--- config.mk ---
export PLATFORM = sky130hd
export DESIGN_NAME = fec_flash_erase_controller
export DESIGN_NICKNAME = d
export VERILOG_FILES = /design/src/fec_flash_erase_controller.v
export VERILOG_INCLUDE_DIRS = /design/src /design/src/src
export SDC_FILE = /design/constraint.sdc
export NUM_CORES = 1
export LEC_CHECK = 0
export BUFFER_PORTS_ARGS = -buffer_cell sky130_fd_sc_hd__buf_2
export CORE_MARGIN = 2
export CORE_UTILIZATION = 45
export CTS_CLUSTER_SIZE = 8
export DETAILED_ROUTE_END_ITERATION = 8
export PLACE_DENSITY = 0.71
export SLEW_MARGIN = 5
export SYNTH_ARGS = -nofsm -noshare
export SYNTH_HDL_FRONTEND = slang
export SYNTH_SLANG_ARGS = --single-unit
export TNS_END_PERCENT = 50
--- constraint.sdc ---
create_clock -name clk_sys_i -period 2.1 [get_ports clk_sys_i]
set_clock_uncertainty 0.15 [all_clocks]
set_input_delay 0.21 -clock clk_sys_i [delete_from_list [all_inputs] [get_ports clk_sys_i]]
set_output_delay 0.21 -clock clk_sys_i [all_outputs]
set_load 0.1 [all_outputs]
--- src/fec_defines.vh ---
// Constants for the flash erase controller: register offsets, fields,
// reset values and timing counts.
// Assumes inclusion by bare name from the design file.
`ifndef FEC_DEFINES_VH
`define FEC_DEFINES_VH
`define FEC_OFF_CTRL 12'h000
`define FEC_OFF_CLK 12'h004
`define FEC_OFF_STAT 12'h008
`define FEC_OFF_ADDR 12'h00C
`define FEC_OFF_DATA 12'h010
`define FEC_OFF_ACC 12'h014
// Control register fields
`define FEC_CTL_PROG 0
`define FEC_CTL_BLK 1
`define FEC_CTL_ERASE 2
`define FEC_CTL_MASS 3
`define FEC_CTL_FROM_FLASH 4
`define FEC_CTL_LOWPWR 5
// Clock register fields
`define FEC_CLK_SEL_LO 0
`define FEC_CLK_SEL_HI 1
`define FEC_CLK_DIV_LO 2
`define FEC_CLK_DIV_HI 7
// Status register fields
`define FEC_ST_BUSY 0
`define FEC_ST_FAIL 1
`define FEC_ST_ACCV 2
`define FEC_ST_INFO_SEG_A_LOCK 3
`define FEC_ST_STALL 4
`define FEC_ST_TCLK_ON 5
// Access register fields
`define FEC_ACC_WRITE 0
`define FEC_ACC_GO 1
`define FEC_ACC_DUMMY 2
// Reset values
`define FEC_RST_CTRL 6'h00
`define FEC_RST_CLK 8'h00
`define FEC_RST_INFO_SEG_A_LOCK 1'b1
// Clock source codes
`define FEC_SRC_AUX 2'h0
`define FEC_SRC_SUBMAIN 2'h1
`define FEC_SRC_MAIN 2'h2
// Timing generator cycles per operation; clock-fail limit in clk_sys_i cycles
`define FEC_ERASE_TICKS 16'h1283
`define FEC_PROG_TICKS 16'h001E
`define FEC_CLKFAIL_LIMIT 8'hFF
// Address layout
`define FEC_INFO_SEGS 4
`define FEC_INFO_SEG_BYTES 64
`define FEC_MAIN_SEG_BYTES 512
`define FEC_BLOCK_BYTES 64
`endif

--- src/fec_flash_erase_controller.v ---
// Flash erase and protection controller with APB register access.
// Assumes clock inputs from the clock system are asynchronous
// levels; they are synchronised and edge-detected on clk_sys_i.
`timescale 1ns/1ps
`include "fec_defines.vh"
module fec_flash_erase_controller #(
	parameter MAIN_SEGS = 8,
	parameter ADDR_W = 13
) (
	input wire clk_sys_i,
	input wire reset_n_i,
	input wire clk_en_i,
	input wire aux_clock_i,
	input wire sub_main_clock_i,
	input wire main_clock_i,
	input wire psel_i,
	input wire penable_i,
	input wire pwrite_i,
	input wire [11:0] paddr_i,
	input wire [31:0] pwdata_i,
	output reg [31:0] prdata_o,
	output reg pready_o,
	output reg pslverr_o,
	output reg busy_o,
	output reg cpu_stall_o,
	output reg timing_clock_on_o,
	output reg prog_voltage_on_o,
	output reg erase_pulse_o,
	output reg [ADDR_W-1:0] erase_base_o,
	output reg [ADDR_W-1:0] erase_len_o,
	output reg program_pulse_o,
	output reg [ADDR_W-1:0] program_addr_o,
	output reg [7:0] program_mask_o
);
	// ************************************************
	// Address map of the array
	// ************************************************
	localparam [ADDR_W-1:0] INFO_BYTES =
		`FEC_INFO_SEGS * `FEC_INFO_SEG_BYTES;
	localparam [ADDR_W-1:0] INFO_SEG = `FEC_INFO_SEG_BYTES;
	localparam [ADDR_W-1:0] MAIN_SEG = `FEC_MAIN_SEG_BYTES;
	localparam [ADDR_W-1:0] MAIN_BYTES = MAIN_SEGS * `FEC_MAIN_SEG_BYTES;
	localparam [ADDR_W-1:0] ALL_BYTES = INFO_BYTES + MAIN_BYTES;
	localparam [ADDR_W-1:0] BLOCK_MASK = ~(`FEC_BLOCK_BYTES - 1);
	// ************************************************
	// Controller states
	// ************************************************
	localparam [3:0] ST_IDLE = 4'h1;
	localparam [3:0] ST_ERASE = 4'h2;
	localparam [3:0] ST_PROG = 4'h4;
	localparam [3:0] ST_END = 4'h8;
	reg [3:0] state;
	reg [5:0] ctrl;
	reg [7:0] clk_cfg;
	reg info_seg_a_lock;
	reg fail;
	reg accv;
	reg [ADDR_W-1:0] acc_addr;
	reg [7:0] acc_data;
	reg [15:0] tick_cnt;
	reg [5:0] div_cnt;
	reg [7:0] watch_cnt;
	reg [2:0] sync_aux, sync_sub, sync_main;
	wire acc_strobe = psel_i & penable_i & pready_o;
	wire wr = acc_strobe & pwrite_i;
	wire active = (state == ST_ERASE) | (state == ST_PROG);
	// ************************************************
	// Clock source synchronisation and selection
	// ************************************************
	always @(posedge clk_sys_i) begin
		if (!reset_n_i) begin
			sync_aux <= 3'h0;
			sync_sub <= 3'h0;
			sync_main <= 3'h0;
		end else if (clk_en_i) begin
			sync_aux <= {sync_aux[1:0], aux_clock_i};
			sync_sub <= {sync_sub[1:0], sub_main_clock_i};
			sync_main <= {sync_main[1:0], main_clock_i};
		end
	end
	wire [1:0] src_sel = clk_cfg[`FEC_CLK_SEL_HI:`FEC_CLK_SEL_LO];
	wire [5:0] timing_clock_divider =
		clk_cfg[`FEC_CLK_DIV_HI:`FEC_CLK_DIV_LO];
	reg [2:0] src_sync;
	always @* begin
		case (src_sel)
		`FEC_SRC_AUX: src_sync = sync_aux;
		`FEC_SRC_SUBMAIN: src_sync = sync_sub;
		default: src_sync = sync_main;
		endcase
	end
	// Rising edge uses only second and third stages
	wire src_edge = src_sync[1] & ~src_sync[2];
	wire ftg_tick = active & src_edge & (div_cnt == timing_clock_divider);
	wire clk_failed = active & (watch_cnt == `FEC_CLKFAIL_LIMIT);
	// ************************************************
	// Range decode of the dummy write
	// ************************************************
	wire in_info = acc_addr < INFO_BYTES;
	wire in_array = acc_addr < ALL_BYTES;
	wire in_seg_a = acc_addr < INFO_SEG;
	wire do_erase = ctrl[`FEC_CTL_ERASE];
	wire do_mass = ctrl[`FEC_CTL_MASS];
	wire do_prog = ctrl[`FEC_CTL_PROG];
	reg range_ok;
	reg [ADDR_W-1:0] next_base, next_len;
	always @* begin
		range_ok = 1'b0;
		next_base = {ADDR_W{1'b0}};
		next_len = {ADDR_W{1'b0}};
		case ({do_mass, do_erase})
		2'b01: begin
			// Segment is the smallest erase unit
			range_ok = in_array & ~(in_seg_a & info_seg_a_lock);
			if (in_info) begin
				next_base = acc_addr & ~(INFO_SEG - 1'b1);
				next_len = INFO_SEG;
			end else begin
				next_base = ((acc_addr - INFO_BYTES) & ~(MAIN_SEG - 1'b1))
					+ INFO_BYTES;
				next_len = MAIN_SEG;
			end
		end
		2'b10: begin
			range_ok = in_array & ~in_info;
			next_base = INFO_BYTES;
			next_len = MAIN_BYTES;
		end
		2'b11: begin
			// Locked: info area spared, only main is the range
			range_ok = info_seg_a_lock ? (in_array & ~in_info) : in_array;
			next_base = info_seg_a_lock ? INFO_BYTES : {ADDR_W{1'b0}};
			next_len = info_seg_a_lock ? MAIN_BYTES : ALL_BYTES;
		end
		default: begin
			range_ok = 1'b0;
		end
		endcase
	end
	wire prog_ok = in_array & ~(in_seg_a & info_seg_a_lock);
	// ************************************************
	// Register bus and control state
	// ************************************************
	wire go = wr & (paddr_i == `FEC_OFF_ACC) & pwdata_i[`FEC_ACC_GO];
	wire touch = acc_strobe & (paddr_i == `FEC_OFF_ACC) &
		~pwdata_i[`FEC_ACC_DUMMY];
	wire start_erase = go & ~active & (do_erase | do_mass) & range_ok;
	wire start_prog = go & ~active & do_prog & ~do_erase & ~do_mass &
		prog_ok;
	reg [31:0] next_rdata;
	always @* begin
		next_rdata = 32'h0000_0000;
		case (paddr_i)
		`FEC_OFF_CTRL: next_rdata = {26'h0, ctrl};
		`FEC_OFF_CLK: next_rdata = {24'h0, clk_cfg};
		`FEC_OFF_STAT: next_rdata = {26'h0, timing_clock_on_o, cpu_stall_o,
			info_seg_a_lock, accv, fail, busy_o};
		`FEC_OFF_ADDR: next_rdata = {{(32-ADDR_W){1'b0}}, acc_addr};
		`FEC_OFF_DATA: next_rdata = {24'h0, acc_data};
		`FEC_OFF_ACC: next_rdata = 32'h0000_0000;
		default: next_rdata = 32'h0000_0000;
		endcase
	end
	wire mapped = (paddr_i <= `FEC_OFF_ACC) & (paddr_i[1:0] == 2'h0);
	always @(posedge clk_sys_i) begin
		if (!reset_n_i) begin
			pready_o <= 1'b0;
			pslverr_o <= 1'b0;
			prdata_o <= 32'h0000_0000;
		end else if (clk_en_i) begin
			// One wait state: ready in the second access cycle
			pready_o <= psel_i & penable_i & ~pready_o;
			pslverr_o <= psel_i & penable_i & ~pready_o & ~mapped;
			if (psel_i & penable_i & ~pready_o & ~pwrite_i)
				prdata_o <= next_rdata;
		end
	end
	always @(posedge clk_sys_i) begin
		if (!reset_n_i) begin
			ctrl <= `FEC_RST_CTRL;
			clk_cfg <= `FEC_RST_CLK;
			info_seg_a_lock <= `FEC_RST_INFO_SEG_A_LOCK;
			fail <= 1'b0;
			accv <= 1'b0;
			acc_addr <= {ADDR_W{1'b0}};
			acc_data <= 8'hFF;
		end else if (clk_en_i) begin
			// Mode bits stay frozen while an operation runs
			if (wr & (paddr_i == `FEC_OFF_CTRL) & ~active)
				ctrl <= pwdata_i[5:0];
			else if ((state == ST_END) & ~do_prog)
				ctrl <= ctrl & ~6'h0C;
			if (wr & (paddr_i == `FEC_OFF_CLK) & ~active)
				clk_cfg <= pwdata_i[7:0];
			if (wr & (paddr_i == `FEC_OFF_STAT) &
				pwdata_i[`FEC_ST_INFO_SEG_A_LOCK] & ~active)
				info_seg_a_lock <= ~info_seg_a_lock;
			// Set wins over a software clear in the same cycle
			if (clk_failed)
				fail <= 1'b1;
			else if (wr & (paddr_i == `FEC_OFF_STAT) & pwdata_i[`FEC_ST_FAIL])
				fail <= 1'b0;
			if (touch & active & ~cpu_stall_o)
				accv <= 1'b1;
			else if (wr & (paddr_i == `FEC_OFF_STAT) & pwdata_i[`FEC_ST_ACCV])
				accv <= 1'b0;
			if (wr & (paddr_i == `FEC_OFF_ADDR) & ~active)
				acc_addr <= pwdata_i[ADDR_W-1:0];
			if (wr & (paddr_i == `FEC_OFF_DATA) & ~active)
				acc_data <= pwdata_i[7:0];
		end
	end
	// ************************************************
	// Operation sequencer
	// ************************************************
	always @(posedge clk_sys_i) begin
		if (!reset_n_i) begin
			state <= ST_IDLE;
			tick_cnt <= 16'h0000;
			div_cnt <= 6'h00;
			watch_cnt <= 8'h00;
			busy_o <= 1'b0;
			cpu_stall_o <= 1'b0;
			timing_clock_on_o <= 1'b0;
			prog_voltage_on_o <= 1'b0;
			erase_pulse_o <= 1'b0;
			erase_base_o <= {ADDR_W{1'b0}};
			erase_len_o <= {ADDR_W{1'b0}};
			program_pulse_o <= 1'b0;
			program_addr_o <= {ADDR_W{1'b0}};
			program_mask_o <= 8'hFF;
		end else if (clk_en_i) begin
			erase_pulse_o <= 1'b0;
			program_pulse_o <= 1'b0;
			if (src_edge | ~active)
				watch_cnt <= 8'h00;
			else
				watch_cnt <= watch_cnt + 8'h01;
			if (active & src_edge)
				div_cnt <= (div_cnt == timing_clock_divider) ? 6'h00 :
					div_cnt + 6'h01;
			else if (~active)
				div_cnt <= 6'h00;
			case (state)
			ST_IDLE: begin
				// Read mode: generators off, array read only
				timing_clock_on_o <= 1'b0;
				prog_voltage_on_o <= 1'b0;
				tick_cnt <= 16'h0000;
				if (start_erase) begin
					state <= ST_ERASE;
					busy_o <= 1'b1;
					timing_clock_on_o <= 1'b1;
					prog_voltage_on_o <= 1'b1;
					cpu_stall_o <= ctrl[`FEC_CTL_FROM_FLASH];
					erase_base_o <= next_base;
					erase_len_o <= next_len;
				end else if (start_prog) begin
					state <= ST_PROG;
					busy_o <= 1'b1;
					timing_clock_on_o <= 1'b1;
					prog_voltage_on_o <= 1'b1;
					cpu_stall_o <= ctrl[`FEC_CTL_FROM_FLASH] &
						~ctrl[`FEC_CTL_BLK];
					program_addr_o <= acc_addr;
					// Program may only pull bits to zero
					program_mask_o <= acc_data;
				end
			end
			ST_ERASE: begin
				// Timing clock held on regardless of low power
				timing_clock_on_o <= 1'b1;
				if (clk_failed) begin
					state <= ST_END;
				end else if (ftg_tick) begin
					tick_cnt <= tick_cnt + 16'h0001;
					// Fixed tick count, whatever the array size
					if (tick_cnt == `FEC_ERASE_TICKS - 16'h0001) begin
						state <= ST_END;
						erase_pulse_o <= 1'b1;
					end
				end
			end
			ST_PROG: begin
				timing_clock_on_o <= 1'b1;
				if (clk_failed) begin
					state <= ST_END;
				end else if (ftg_tick) begin
					tick_cnt <= tick_cnt + 16'h0001;
					if (tick_cnt == `FEC_PROG_TICKS - 16'h0001) begin
						state <= ST_END;
						program_pulse_o <= 1'b1;
						program_addr_o <= program_addr_o;
					end
				end
			end
			ST_END: begin
				state <= ST_IDLE;
				busy_o <= 1'b0;
				cpu_stall_o <= 1'b0;
				prog_voltage_on_o <= 1'b0;
				timing_clock_on_o <= ~ctrl[`FEC_CTL_LOWPWR];
			end
			default: begin
				state <= ST_IDLE;
			end
			endcase
		end
	end
endmodule // fec_flash_erase_controller

# == Yosys cells after proc, flatten, opt, wreduce, memory -nomap -nowiden ==
# Index checks and enable logic that the tools add are counted.
# word_totals
regBits,168
wordCells,200
output_inout_bits,87
in_bits,53
# op_classes
addsub,5
mux,50
n_eq_ne,25
reduce_logical,27
bitwise,61
n_lt_le_gt_ge,4
# op_table
op,count
13-bit case mux with 3 select lines,2
13-bit case mux with 5 select lines,1
1-bit bitwise AND,42
4-bit two-way mux,9
16-bit two-way mux,2
16-bit case mux with 2 select lines,1
12-bit by 4-bit == test with 1-bit output (second input constant),2
12-bit by 5-bit == test with 1-bit output (second input constant),2
6-bit two-way mux,4
2-bit AND reduction,12
1-bit two-way mux,19
9-bit two-way mux,2
16-bit by 1-bit adder with 16-bit output (second input constant),1
16-bit by 13-bit == test with 1-bit output (second input constant),1
16-bit by 5-bit == test with 1-bit output (second input constant),1
1-bit NOT,16
13-bit by 9-bit adder with 13-bit output (second input constant),1
13-bit < comparator (second input constant),1
13-bit by 7-bit < comparator with 1-bit output (second input constant),1
13-bit by 9-bit < comparator with 1-bit output (second input constant),1
13-bit two-way mux,1
13-bit by 9-bit subtractor with 13-bit output (second input constant),1
12-bit by 3-bit == test with 1-bit output (second input constant),1
12-bit by 5-bit <= comparator with 1-bit output (second input constant),1
29 further kinds,47

# == Logic depth before layout (Yosys ltp) ==
# Gate-level depths: netlist (run 1).
# depth
word_depth,13
mapped_depth,9
mapped_depth_nobuf,8

# == Worst setup path before layout (run 1) ==
# No wires, ideal clock.
# synth_timing
path_type,flip-flop to flip-flop
startpoint,reg pready_o
endpoint,reg erase_len_o[9]
stages_incl_launch_ff,8
synth_period_minus_slack_ns,2.747
setup_ns,0.060
setup_slack_ns,-0.647
t_arrival_ns,2.538
path_buffers,1
required_time_ns,1.890
cell_sequence,dfxtp_1 nand4b_1 nor4_4 nand4b_2 nor3_4 buf_6 mux2i_1 and2_1
# synth_via
elab_chain_len,8
# synth_lines
element,line,text
from (decl),fec_flash_erase_controller.v:22,"output reg pready_o,"
from (signal assigned),fec_flash_erase_controller.v:172,pready_o <= psel_i & penable_i & ~pready_o;
1-bit bitwise AND,fec_flash_erase_controller.v:64,wire acc_strobe = psel_i & penable_i & pready_o;
1-bit bitwise AND,fec_flash_erase_controller.v:65,wire wr = acc_strobe & pwrite_i;
1-bit bitwise AND (2 in a row),fec_flash_erase_controller.v:144,wire go = wr & (paddr_i == `FEC_OFF_ACC) & pwdata_i[`FEC_ACC_GO];
1-bit bitwise AND (3 in a row),fec_flash_erase_controller.v:147,wire start_erase = go & ~active & (do_erase | do_mass) & range_ok;
3-bit AND reduction (no line),n/a,
to (signal assigned),fec_flash_erase_controller.v:228,erase_len_o <= {ADDR_W{1'b0}};
to (signal assigned),fec_flash_erase_controller.v:257,erase_len_o <= next_len;
to (decl),fec_flash_erase_controller.v:30,"output reg [ADDR_W-1:0] erase_len_o,"
# No other way between the ends.
# A chain may end at the register's enable or synchronous reset.

# == Final worst setup path (run 1) ==
# layout_timing
startpoint,reg div_cnt[4]
endpoint,reg tick_cnt[9]
# layout_via
elab_chain_len,4
# layout_lines
element,line,text
from (decl),fec_flash_erase_controller.v:61,reg [5:0] div_cnt;
from (signal assigned),fec_flash_erase_controller.v:240,div_cnt <= (div_cnt == timing_clock_divider) ? 6'h00 :
6-bit == test,fec_flash_erase_controller.v:94,wire ftg_tick = active & src_edge & (div_cnt == timing_clock_divider);
1-bit bitwise AND,fec_flash_erase_controller.v:94,
2-bit by 1-bit inequality test with 1-bit output (no line),n/a,
4-bit AND reduction (no line),n/a,
to (signal assigned),fec_flash_erase_controller.v:276,tick_cnt <= tick_cnt + 16'h0001;
to (signal assigned),fec_flash_erase_controller.v:289,tick_cnt <= tick_cnt + 16'h0001;
to (decl),fec_flash_erase_controller.v:60,reg [15:0] tick_cnt;
# No other way between the ends.

==> results of run 1 <==
cells by family (layout without fill, tap and decap cells):
| group | after synthesis | count (layout) | synth area share |
|---|---|---|---|
| AND/OR/NAND/NOR | 341 | 341 | 0.269 |
| AO/OA/AOI/OAI | 158 | 158 | 0.171 |
| flip-flops | 134 | 134 | 0.415 |
| buffers and inverters | 96 | 250 | 0.0801 |
| multiplexers | 19 | 19 | 0.0294 |
| XOR/XNOR | 17 | 17 | 0.0230 |
| adder cells (fa/ha/maj) | 6 | 6 | 0.0116 |
| other | 1 | 34 | 0.000580 |
final timing paths:
check | end | depth (start not counted) | slack, ns | from
worst max-delay path | tick_cnt[9] | 8 | -0.23 | div_cnt[4]
worst min-delay path | busy_o | 2 | 0.08 | reset_n_i
worst max register to register | tick_cnt[9] | 8 | -0.23 | div_cnt[4]
worst min register to register | program_addr_o[11] | 2 | 0.31 | program_addr_o[11]
state kept, by name, summed over array words and instances, names as in the netlist, 6 cells and up:
signal / count
prdata_o: 13
clk_cfg: 8
program_mask_o: 8
div_cnt: 6
watch_cnt: 8
acc_data: 8
erase_base_o: 7
tick_cnt: 16
acc_addr: 13
ctrl: 6
program_addr_o: 13
cells in the mapped netlist (all sizes together) (11+ instances only):
| master | count | share of area |
|---|---|---|
| nand2 | 138 | 0.080 |
| dfxtp | 134 | 0.41 |
| nand3 | 56 | 0.043 |
| a21boi | 52 | 0.060 |
| buf | 48 | 0.052 |
| clkbuf | 33 | 0.019 |
| nor2 | 28 | 0.016 |
| nor2b | 25 | 0.024 |
| o21ai | 25 | 0.019 |
| a21oi | 23 | 0.018 |
| mux2i | 19 | 0.029 |
| inv | 15 | 0.0087 |
| nand4 | 15 | 0.015 |
| or4 | 14 | 0.017 |
| o31ai | 12 | 0.014 |
| nor4 | 11 | 0.013 |
layer usage:
layer | vias to the layer above | routed length [um] | GRT usage
li1 | 3022 | - | -
met1 | 2921 | 8010 | 0.318
met2 | 243 | 8320 | 0.363
met3 | 31 | 1370 | 0.0563
met4 | 0 | 351 | 0.0829
met5 | - | 0 | 0
timing repair:
item	in CTS	in global routing
pin swaps	21	23
gates cloned	2	1
setup endpoints to repair	56	87
setup buffers	4	2
hold buffers	16	0
endpoints found under the hold margin	34	0
gates resized for setup	16	49
worst register-to-register path, stage by stage, from the launching register on:
cell and delay, ns:
dfxtp_2 0.32, xor2_1 0.16, nor4_2 0.30, buf_4 0.16, and4bb_2 0.29, a21oi_4 0.08
buf_12 0.15, or4_1 0.50, a21oi_1 0.14
cells in the final DEF (no fill, tap or decap), drive strengths merged, types with 16 or more instances in the layout:
cell         instances
a21oi               23
dfxtp              134
mux2i               19
dlygate4sd3         16
nand2              138
nor2                28
nor2b               25
conb                34
buf                186
o21ai               25
clkbuf              21
a21boi              52
nand3               56
power groups by stage:
stage	registers [uW]	logic, uW	clock network [uW]
after global placement	2620	526	0
after CTS	2560	553	3360
after floorplan	2670	417	0
final	2560	562	3330
after global routing	2560	584	3490
after detailed placement	2620	527	0
cell type report:
class	instances	area, um^2
clock inverters	12	199
inverters	15	56.3
well taps	180	225
flip-flops and latches	134	2690
fillers	1169	5190
clock buffers	20	467
multi-input cells	575	3650
repair buffers	203	1460
stage by stage:
stage / setup WS, ns / setup TNS (ns) / area, um^2 / power (uW)
after floorplan: -0.206 / -6.84 / 6680 / 3090
after global placement: -0.304 / -18.48 / 7630 / 3150
after detailed placement: -0.325 / -21.11 / 7630 / 3150
after CTS: -0.234 / -7.22 / 8610 / 6480
after global routing: -0.312 / -12.97 / 8750 / 6640
final: -0.234 / -7.88 / 8750 / 6460
==> key figures, run 1 <==
STA
  • Final slew viol count: 0
  • Fin crit share: 1.11
  • Peak Freq: roughly 430 MHz
  • Final WS setup: -0.234 ns
  • Slew @ Worst Pin: between 0.5 and 0.6 ns
  • RSZ-0062 raised after global routing: true
  • Number of setup violations in the final report: between 50 and 60
  • Period minus WS final: about 2.3 ns
  • Rel. slew slack: 0.660
  • Worst hold margin: 0.0762 ns
  • Final Hold Vio Count: 0

Routing
  • Iteration-0 DRC Markers: ~570
  • First-pass iteration count of the detailed router: 7
  • DRC Markers: 0
  • Vias/cell: between 5 and 6
  • Routed Antenna Nets: 0
  • Routed WL per cell: between 15 and 20 um
  • Drt total wl: ~18000 um
  • Vias: a little over 6000

Critical path
  • Cell Chain, Critical Path: xor2_1, nor4_2, buf_4, and4bb_2, a21oi_4, buf_12, or4_1, a21oi_1
  • Setup Crit Path Kind: register to register
  • CP delay by family, top: simple AND/OR/NAND/NOR gates
  • CP Capture Type: register
  • CP max stage cell: or4_1
  • WP data required: roughly 2.3 ns
  • WP data arrival: roughly 2.5 ns
  • Startpoint Class: register
  • CP bufs+invs: 2
  • Slowest cell delay on critical path: ~0.5 ns
  • Largest fanout on the critical path: 15

Floorplan
  • Die outline area: 0.0154 mm^2
  • Starting Density: 0.464
  • Core Area: about 0.014 mm^2
  • Die X: around 120 um
  • I/O pin cnt: 140
  • Die Span Y: 124 um
  • Row Count: 43

Yosys
  • Yosys cell types: 60
  • Mapped Area: about 0.0065 mm^2
  • Syn. warnings: 0
  • Async S/R FF share, synth: 0
  • Cell count after synthesis: between 700 and 800
  • Top_reg_cell synth: dfxtp_1
  • Post-synthesis sequential area ratio: 0.415
  • Syn Area/Cell: ~8.4 um^2
  • Register bit total from synthesis: 134
  • Post-synth EDFFs: 0

Power and ir drop
  • Sw power: between 1500 and 2000 uW
  • Sw frac: 0.247
  • Pleak: 0.00362 uW
  • Maximum VDD drop: approximately 0.00052 V
  • Share of power burned in registers: 0.397
  • Clock share of power: 0.516
  • Combinational fraction of design power: 0.087
  • Internal power: ~5000 uW
  • Pwr dens: roughly 740 mW/mm^2

Clock tree
  • Clock root buffer: clkbuf_16
  • Num CTS Buffers: 17
  • Sink Count: approximately 130
  • Max clock buf depth: 2
  • TritonCTS clock tree: yes
  • Worst skew pair latency: 0.42 ns
  • H-tree Lvls: 4
  • Worst-path clk slew: roughly 0.060 ns

Layout
  • Share of layout cells above drive strength 1: 0.303
  • Final net count: 1005
  • Area growth syn-to-layout: 35.2%
  • Fin util: 0.628
  • ANT cells: 0
  • Post-route non-filler standard cell count: 1139

Global routing
  • Vias in the first global route: ~5600
  • Overflow after GRT: 0
  • Initial antenna violation count: 0
  • Gr usage total: 0.234
  • First-pass GRT wire length: 27800 um
  • Pin count of the biggest net entering global routing: 40

Place
  • Placed instance count: around 1100
  • Placer congestion estimate: 0.873
  • Final HPWL DP: 12300 um
  • IO buf count: 86

Min path
  • HP Class: input pin to register

Flow run
  • Max cap viols: 0

Run status
  • Failing checks: negative setup slack
  • Outcome: finished with violations
Power figures use the tool's default switching activity.
==> inputs of run 2 (changes only) <==
--- a/config.mk
+++ b/config.mk
@@ -11,7 +11,7 @@
 export CORE_UTILIZATION = 45
 export CTS_CLUSTER_SIZE = 8
 export DETAILED_ROUTE_END_ITERATION = 8
-export PLACE_DENSITY = 0.71
+export PLACE_DENSITY = 0.68
 export SLEW_MARGIN = 5
 export SYNTH_ARGS = -nofsm -noshare
 export SYNTH_HDL_FRONTEND = slang
==> constraint.sdc (replaced) <==
create_clock -name clk_sys_i -period 2.2 [get_ports clk_sys_i]
set_clock_uncertainty 0.15 [all_clocks]
set_input_delay 0.22 -clock clk_sys_i [delete_from_list [all_inputs] [get_ports clk_sys_i]]
set_output_delay 0.22 -clock clk_sys_i [all_outputs]
set_load 0.1 [all_outputs]
==> key figures, run 2 (synthesis gave the netlist of run 1 again) <==
Run status
  • Outcome: finished with violations
  • Failing checks: negative setup slack

Power and ir drop
  • Pleak: ~0.0035 uW
  • Internal power: 4370 uW
  • Maximum VDD drop: between 0.0005 and 0.0006 V
  • Sw power: approximately 1500 uW
  • Combinational fraction of design power: 0.089
  • Pwr dens: about 680 mW/mm^2
  • Clock share of power: 0.494
  • Share of power burned in registers: 0.416
  • Sw frac: 0.256

STA
  • Slew @ Worst Pin: roughly 0.61 ns
  • Final Hold Vio Count: 0
  • Rel. slew slack: 0.592
  • Final slew viol count: 0
  • Final WS setup: -0.170 ns
  • Period minus WS final: roughly 2.4 ns
  • Number of setup violations in the final report: between 40 and 50
  • RSZ-0062 raised after global routing: true
  • Fin crit share: 1.08
  • Peak Freq: ~420 MHz

Critical path
  • WP data required: approximately 2.4 ns
  • CP Capture Type: register
  • Startpoint Class: register
  • Setup Crit Path Kind: register to register
  • Worst R2R Start: div_cnt[3]
  • Crit. Startpoint: div_cnt[3]
  • Largest fanout on the critical path: 8
  • WP data arrival: about 2.6 ns
  • R2r setup slk: -0.17 ns

Clock tree
  • Sink Count: ~130
  • Worst skew pair latency: between 0.4 and 0.5 ns
  • Num CTS Buffers: 17
  • Worst-path clk slew: approximately 0.06 ns
  • TritonCTS clock tree: yes
  • Clock root buffer: clkbuf_16
  • H-tree Lvls: 4
  • Max clock buf depth: 2

Floorplan
  • Row Count: 43
  • Die X: about 120 um
  • I/O pin cnt: 140
  • Core Area: 0.0139 mm^2
  • Die Span Y: between 100 and 150 um
  • Starting Density: 0.464
  • Die outline area: 0.0154 mm^2

Layout
  • Final net count: 987
  • Most frequent cells in the layout: dfxtp_1, nand2_1, buf_2, buf_4, nand3_1
  • Area growth syn-to-layout: 33.0%
  • Final non-filler cell area: 0.00860 mm^2
  • ANT cells: 0
  • Max reg flops: 16
  • Commonest non-fill, non-tap cell in the layout: dfxtp_1
  • Fin util: 0.617
  • Fillers: approximately 1200
  • Biggest register: tick_cnt
  • Share of layout cells above drive strength 1: 0.285

Min path
  • Critical hold path startpoint: reset_n_i
  • HP Class: input pin to register

Routing
  • Vias: 6121
  • First-pass iteration count of the detailed router: 8
  • Routed WL per cell: about 16 um
  • Iteration-0 DRC Markers: approximately 470
  • Vias/cell: around 5.5
  • DRC Markers: 0
  • Routed Antenna Nets: 0
  • Drt total wl: about 18000 um

Global routing
  • Overflow after GRT: 0
  • Initial antenna violation count: 0
  • Gr usage total: 0.224
  • Vias in the first global route: around 5400
  • Pin count of the biggest net entering global routing: 55
  • First-pass GRT wire length: roughly 27000 um

Place
  • Post-Place Cell Area: approximately 0.0075 mm^2
  • Final HPWL DP: about 12000 um
  • Placer congestion estimate: approximately 0.8
  • IO buf count: between 80 and 90

Flow run
  • Max cap viols: 0
[run 2: area by class of cell]
type	count	area, um^2	area share
multi-input combinational	575	3630	0.422
clock inverter	11	150	0.0175
inverter	15	56.3	0.00654
tap	180	225	0.0262
clock buffer	19	453	0.0526
sequential	134	2690	0.313
timing repair buffer	185	1390	0.162
[run 2: power groups by stage]
stage / logic (uW) / registers, uW / clock network, uW
after global placement: 497 / 2500 / 0
final: 526 / 2450 / 2910
after global routing: 551 / 2450 / 3080
after floorplan: 398 / 2550 / 0
after detailed placement: 498 / 2500 / 0
after CTS: 520 / 2450 / 2950
[run 2: worst paths after layout]
kind                                     endpoint  cells past startpoint
worst min-delay path                     pready_o                      2
worst max register to register       tick_cnt[13]                      8
worst max-delay path                 tick_cnt[13]                      8
worst min register to register  program_addr_o[9]                      2
[run 2: timing repair]
| action | 4_1_cts | 5_1_grt |
|---|---|---|
| setup endpoints to repair | 48 | 59 |
| cloned | 0 | 4 |
| setup buffers | 0 | 4 |
| gates resized for setup | 11 | 43 |
| hold buffers | 15 | 0 |
| pin swaps | 18 | 28 |
| hold endpoints to repair | 33 | 0 |
[run 2: per-stage QoR]
step                total power, uW  std cells  setup WS (ns)  hold WS (ns)  setup TNS [ns]
floorplan                      2950        805         -0.116         0.205           -1.47
global placement               3000       1066         -0.222         0.287          -10.93
detailed placement             3000       1066         -0.234         0.293          -11.70
CTS                            5920       1111         -0.168        0.0787           -3.97
global route                   6080       1119         -0.235        0.0915           -7.43
finish                         5880       1119         -0.170        0.0840           -3.72
[run 2: critical path, cell delays in order (launching register included)]
cell,delay (ns)
dfxtp_2,0.32
xor2_1,0.15
nor4_1,0.30
buf_4,0.17
and4bb_2,0.30
a21oi_4,0.11
buf_12,0.15
or4_4,0.52
a21oi_2,0.13
[run 2: metal layers]
metal | GRT usage | vias up | routed length (um)
met2 | 0.335 | 230 | 7950
met3 | 0.0582 | 28 | 1310
met1 | 0.316 | 2885 | 8090
li1 | - | 2978 | -
met4 | 0.0688 | 0 | 219
met5 | 0 | - | 0
==> inputs of run 3 (changes only) <==
--- a/config.mk
+++ b/config.mk
@@ -6,6 +6,7 @@
 export SDC_FILE = /design/constraint.sdc
 export NUM_CORES = 1
 export LEC_CHECK = 0
+export ABC_AREA = 1
 export BUFFER_PORTS_ARGS = -buffer_cell sky130_fd_sc_hd__buf_2
 export CORE_MARGIN = 2
 export CORE_UTILIZATION = 45
==> key figures, run 3 <==
Yosys
  • Most frequent cells after synthesis: nand2_1, dfxtp_1, nor2_1
  • Compound-Gate Fraction of Synth Area: 0.153
  • Largest family of logic cells by synthesized area: simple AND/OR/NAND/NOR gates
  • Yosys top cell area share: 0.400
  • Largest cells by area after synthesis: dfxtp_1, nand2_1, a21oi_1, nor2_1, o21ai_0
  • Post-Synth XOR/XNOR Area: 0.0196
  • Register bit total from synthesis: around 130
  • Cell count after synthesis: slightly above 900
  • Mux share of post-synthesis cell area: 0
  • Post-synth EDFFs: 0
  • Syn. warnings: 0
  • Post-synthesis sequential area ratio: 0.400
  • Top_reg_cell synth: dfxtp_1
  • Async S/R FF share, synth: 0
  • Top cell type by total area after synthesis: dfxtp_1
  • Synth Area in Adders: 0.0112
  • Mapped Area: 0.00671 mm^2
  • Simple-gate share of the synthesized area: 0.301
  • Yosys cell types: between 40 and 50
  • Top-count cell post-synth: nand2_1
  • Syn Area/Cell: between 7 and 8 um^2

STA
  • RSZ-0062 raised after global routing: false
  • Number of setup violations in the final report: 0
  • Fin crit share: 0.929
  • Rel. slew slack: 0.513
  • Final slew viol count: 0
  • Period minus WS final: roughly 2.0 ns
  • Slew @ Worst Pin: around 0.73 ns
  • Final Hold Vio Count: 0
  • TNS Setup: 0 ns
  • Peak Freq: 489 MHz

Clock tree
  • Worst-path clk slew: around 0.060 ns
  • Worst skew pair latency: around 0.42 ns
  • H-tree Lvls: 4
  • TritonCTS clock tree: yes
  • Sink Count: roughly 130
  • Setup repair bufs after CTS: 0
  • Num CTS Buffers: 17
  • Clock root buffer: clkbuf_16
  • Max clock buf depth: 2

Layout
  • Post-route non-filler standard cell count: between 1000 and 1500
  • Final net count: around 1100
  • Most frequent cells in the layout: nand2_1, dfxtp_1, nor2_1, buf_2, a21oi_1
  • Fillers: 1410
  • Commonest non-fill, non-tap cell in the layout: nand2_1
  • Biggest register: tick_cnt
  • ANT cells: 0
  • Share of layout cells above drive strength 1: 0.198
  • Area growth syn-to-layout: 19.8%
  • Max reg flops: 16

Critical path
  • WP data required: approximately 2.4 ns
  • Setup Crit Path Kind: register to register
  • Startpoint Class: register
  • Largest fanout on the critical path: 13
  • CP Capture Type: register
  • WP data arrival: roughly 2.3 ns

Global routing
  • First-pass GRT wire length: 28000 um
  • Initial antenna violation count: 0
  • Vias in the first global route: about 5700
  • Gr usage total: 0.217
  • Overflow after GRT: 0
  • Pin count of the biggest net entering global routing: 63

Place
  • Placer congestion estimate: ~0.87
  • Placed instance count: 1179
  • IO buf count: 86
  • Final HPWL DP: 12400 um

Run status
  • Outcome: completed

Routing
  • Drt total wl: roughly 17000 um
  • DRC Markers: 0
  • Routed Antenna Nets: 0
  • Routed WL per cell: approximately 14 um
  • First-pass iteration count of the detailed router: 5
  • Vias: roughly 6300
  • Vias/cell: about 5
  • Iteration-0 DRC Markers: about 520

Floorplan
  • Row Count: 44
  • Core Area: ~0.015 mm^2
  • Starting Density: 0.462
  • Die X: roughly 130 um
  • I/O pin cnt: 140
  • Die Span Y: roughly 130 um
  • Die outline area: roughly 0.016 mm^2

Power and ir drop
  • Clock share of power: 0.442
  • Sw frac: 0.315
  • Internal power: roughly 4500 uW
  • Combinational fraction of design power: 0.170
  • Pwr dens: roughly 820 mW/mm^2
  • Sw power: 2070 uW
  • Maximum VDD drop: about 0.00069 V
  • Pleak: 0.00348 uW
  • Share of power burned in registers: 0.388
  • Total power: around 6600 uW

Min path
  • HP Class: input pin to register

Flow run
  • Max cap viols: 0
-- run 3: cell types whose count changed after synthesis, moves of 38 or more --
cell      before  now
nand2_1      138  177
inv_1         15   73
o21ai_0       24   62
a21oi_1       23   83
a21boi_0      46    0
nor2_1        28   91
-- run 3: kinds of logic (layout without fill, tap and decap cells) --
kind of cell             after synthesis  in the layout
AO/OA/AOI/OAI                        190            190
XOR/XNOR                              15             15
adder cells (fa/ha/maj)                6              6
buffers and inverters                155            244
flip-flops                           134            134
other                                  1             34
AND/OR/NAND/NOR                      420            420
-- run 3: final timing paths --
kind	startpoint	end	slack, ns	cells past startpoint
hold / removal	penable_i	pready_o	0.08	5
setup / recovery	acc_addr[8]	program_addr_o[6]	0.16	12
setup reg to reg	acc_addr[8]	program_addr_o[6]	0.16	12
hold reg to reg	program_mask_o[4]	program_mask_o[4]	0.31	2
-- run 3: cell type report --
cell class | count | area [um^2] | share of cell area
Clock buffer | 20 | 467 | 0.0580
Clock inverter | 12 | 141 | 0.0176
Inverter | 82 | 313 | 0.0389
Multi-Input combinational cell | 665 | 3400 | 0.422
Sequential cell | 134 | 2680 | 0.334
Tap cell | 184 | 230 | 0.0286
Timing Repair Buffer | 130 | 813 | 0.101
-- run 3: power groups by stage --
stage                     sequential (uW)  clock [uW]  combinational, uW
final                                2560        2910               1120
after global placement               2600           0               1080
after floorplan                      2740           0                788
after global routing                 2560        3050               1200
after detailed placement             2610           0               1090
after CTS                            2550        2940               1110
-- run 3: critical path: stages, from the launching register on --
cell and delay, ns:
dfxtp_1 0.31, nor2_1 0.17, nand2_2 0.12, nor2_4 0.17
nand2_1 0.09, nand3_1 0.09, nand2_2 0.08, nand3_4 0.10
nand2_4 0.07, nor2_4 0.19, buf_4 0.22, o21ai_0 0.09
nor2_1 0.11
-- run 3: metrics by stage --
step | hold slack (ns) | setup WS, ns | util | instance area, um^2
2_1_floorplan | 0.205 | 0.0652 | - | 6840
3_3_place_gp | 0.293 | 0.131 | 0.499 | 7260
3_5_place_dp | 0.294 | 0.119 | 0.499 | 7260
4_1_cts | 0.0714 | 0.0886 | 0.552 | 8030
5_1_grt | 0.103 | 0.000159 | 0.554 | 8050
6_report | 0.0778 | 0.157 | 0.554 | 8050
-- run 3: repair_timing --
action	CTS	global route
hold buffers	16	0
resized for setup	0	8
endpoints found under the setup margin	0	31
hold endpoints to repair	29	0
-- run 3: routing by layer --
metal  wire [um]  vias up  GRT usage  part of all wire
met5           0        -          0                 0
met4         282        0     0.0756             0.016
met3         919       21     0.0489             0.054
met2        8240      186      0.366              0.48
met1        7670     2905      0.274              0.45
li1            -     3209          -                 -
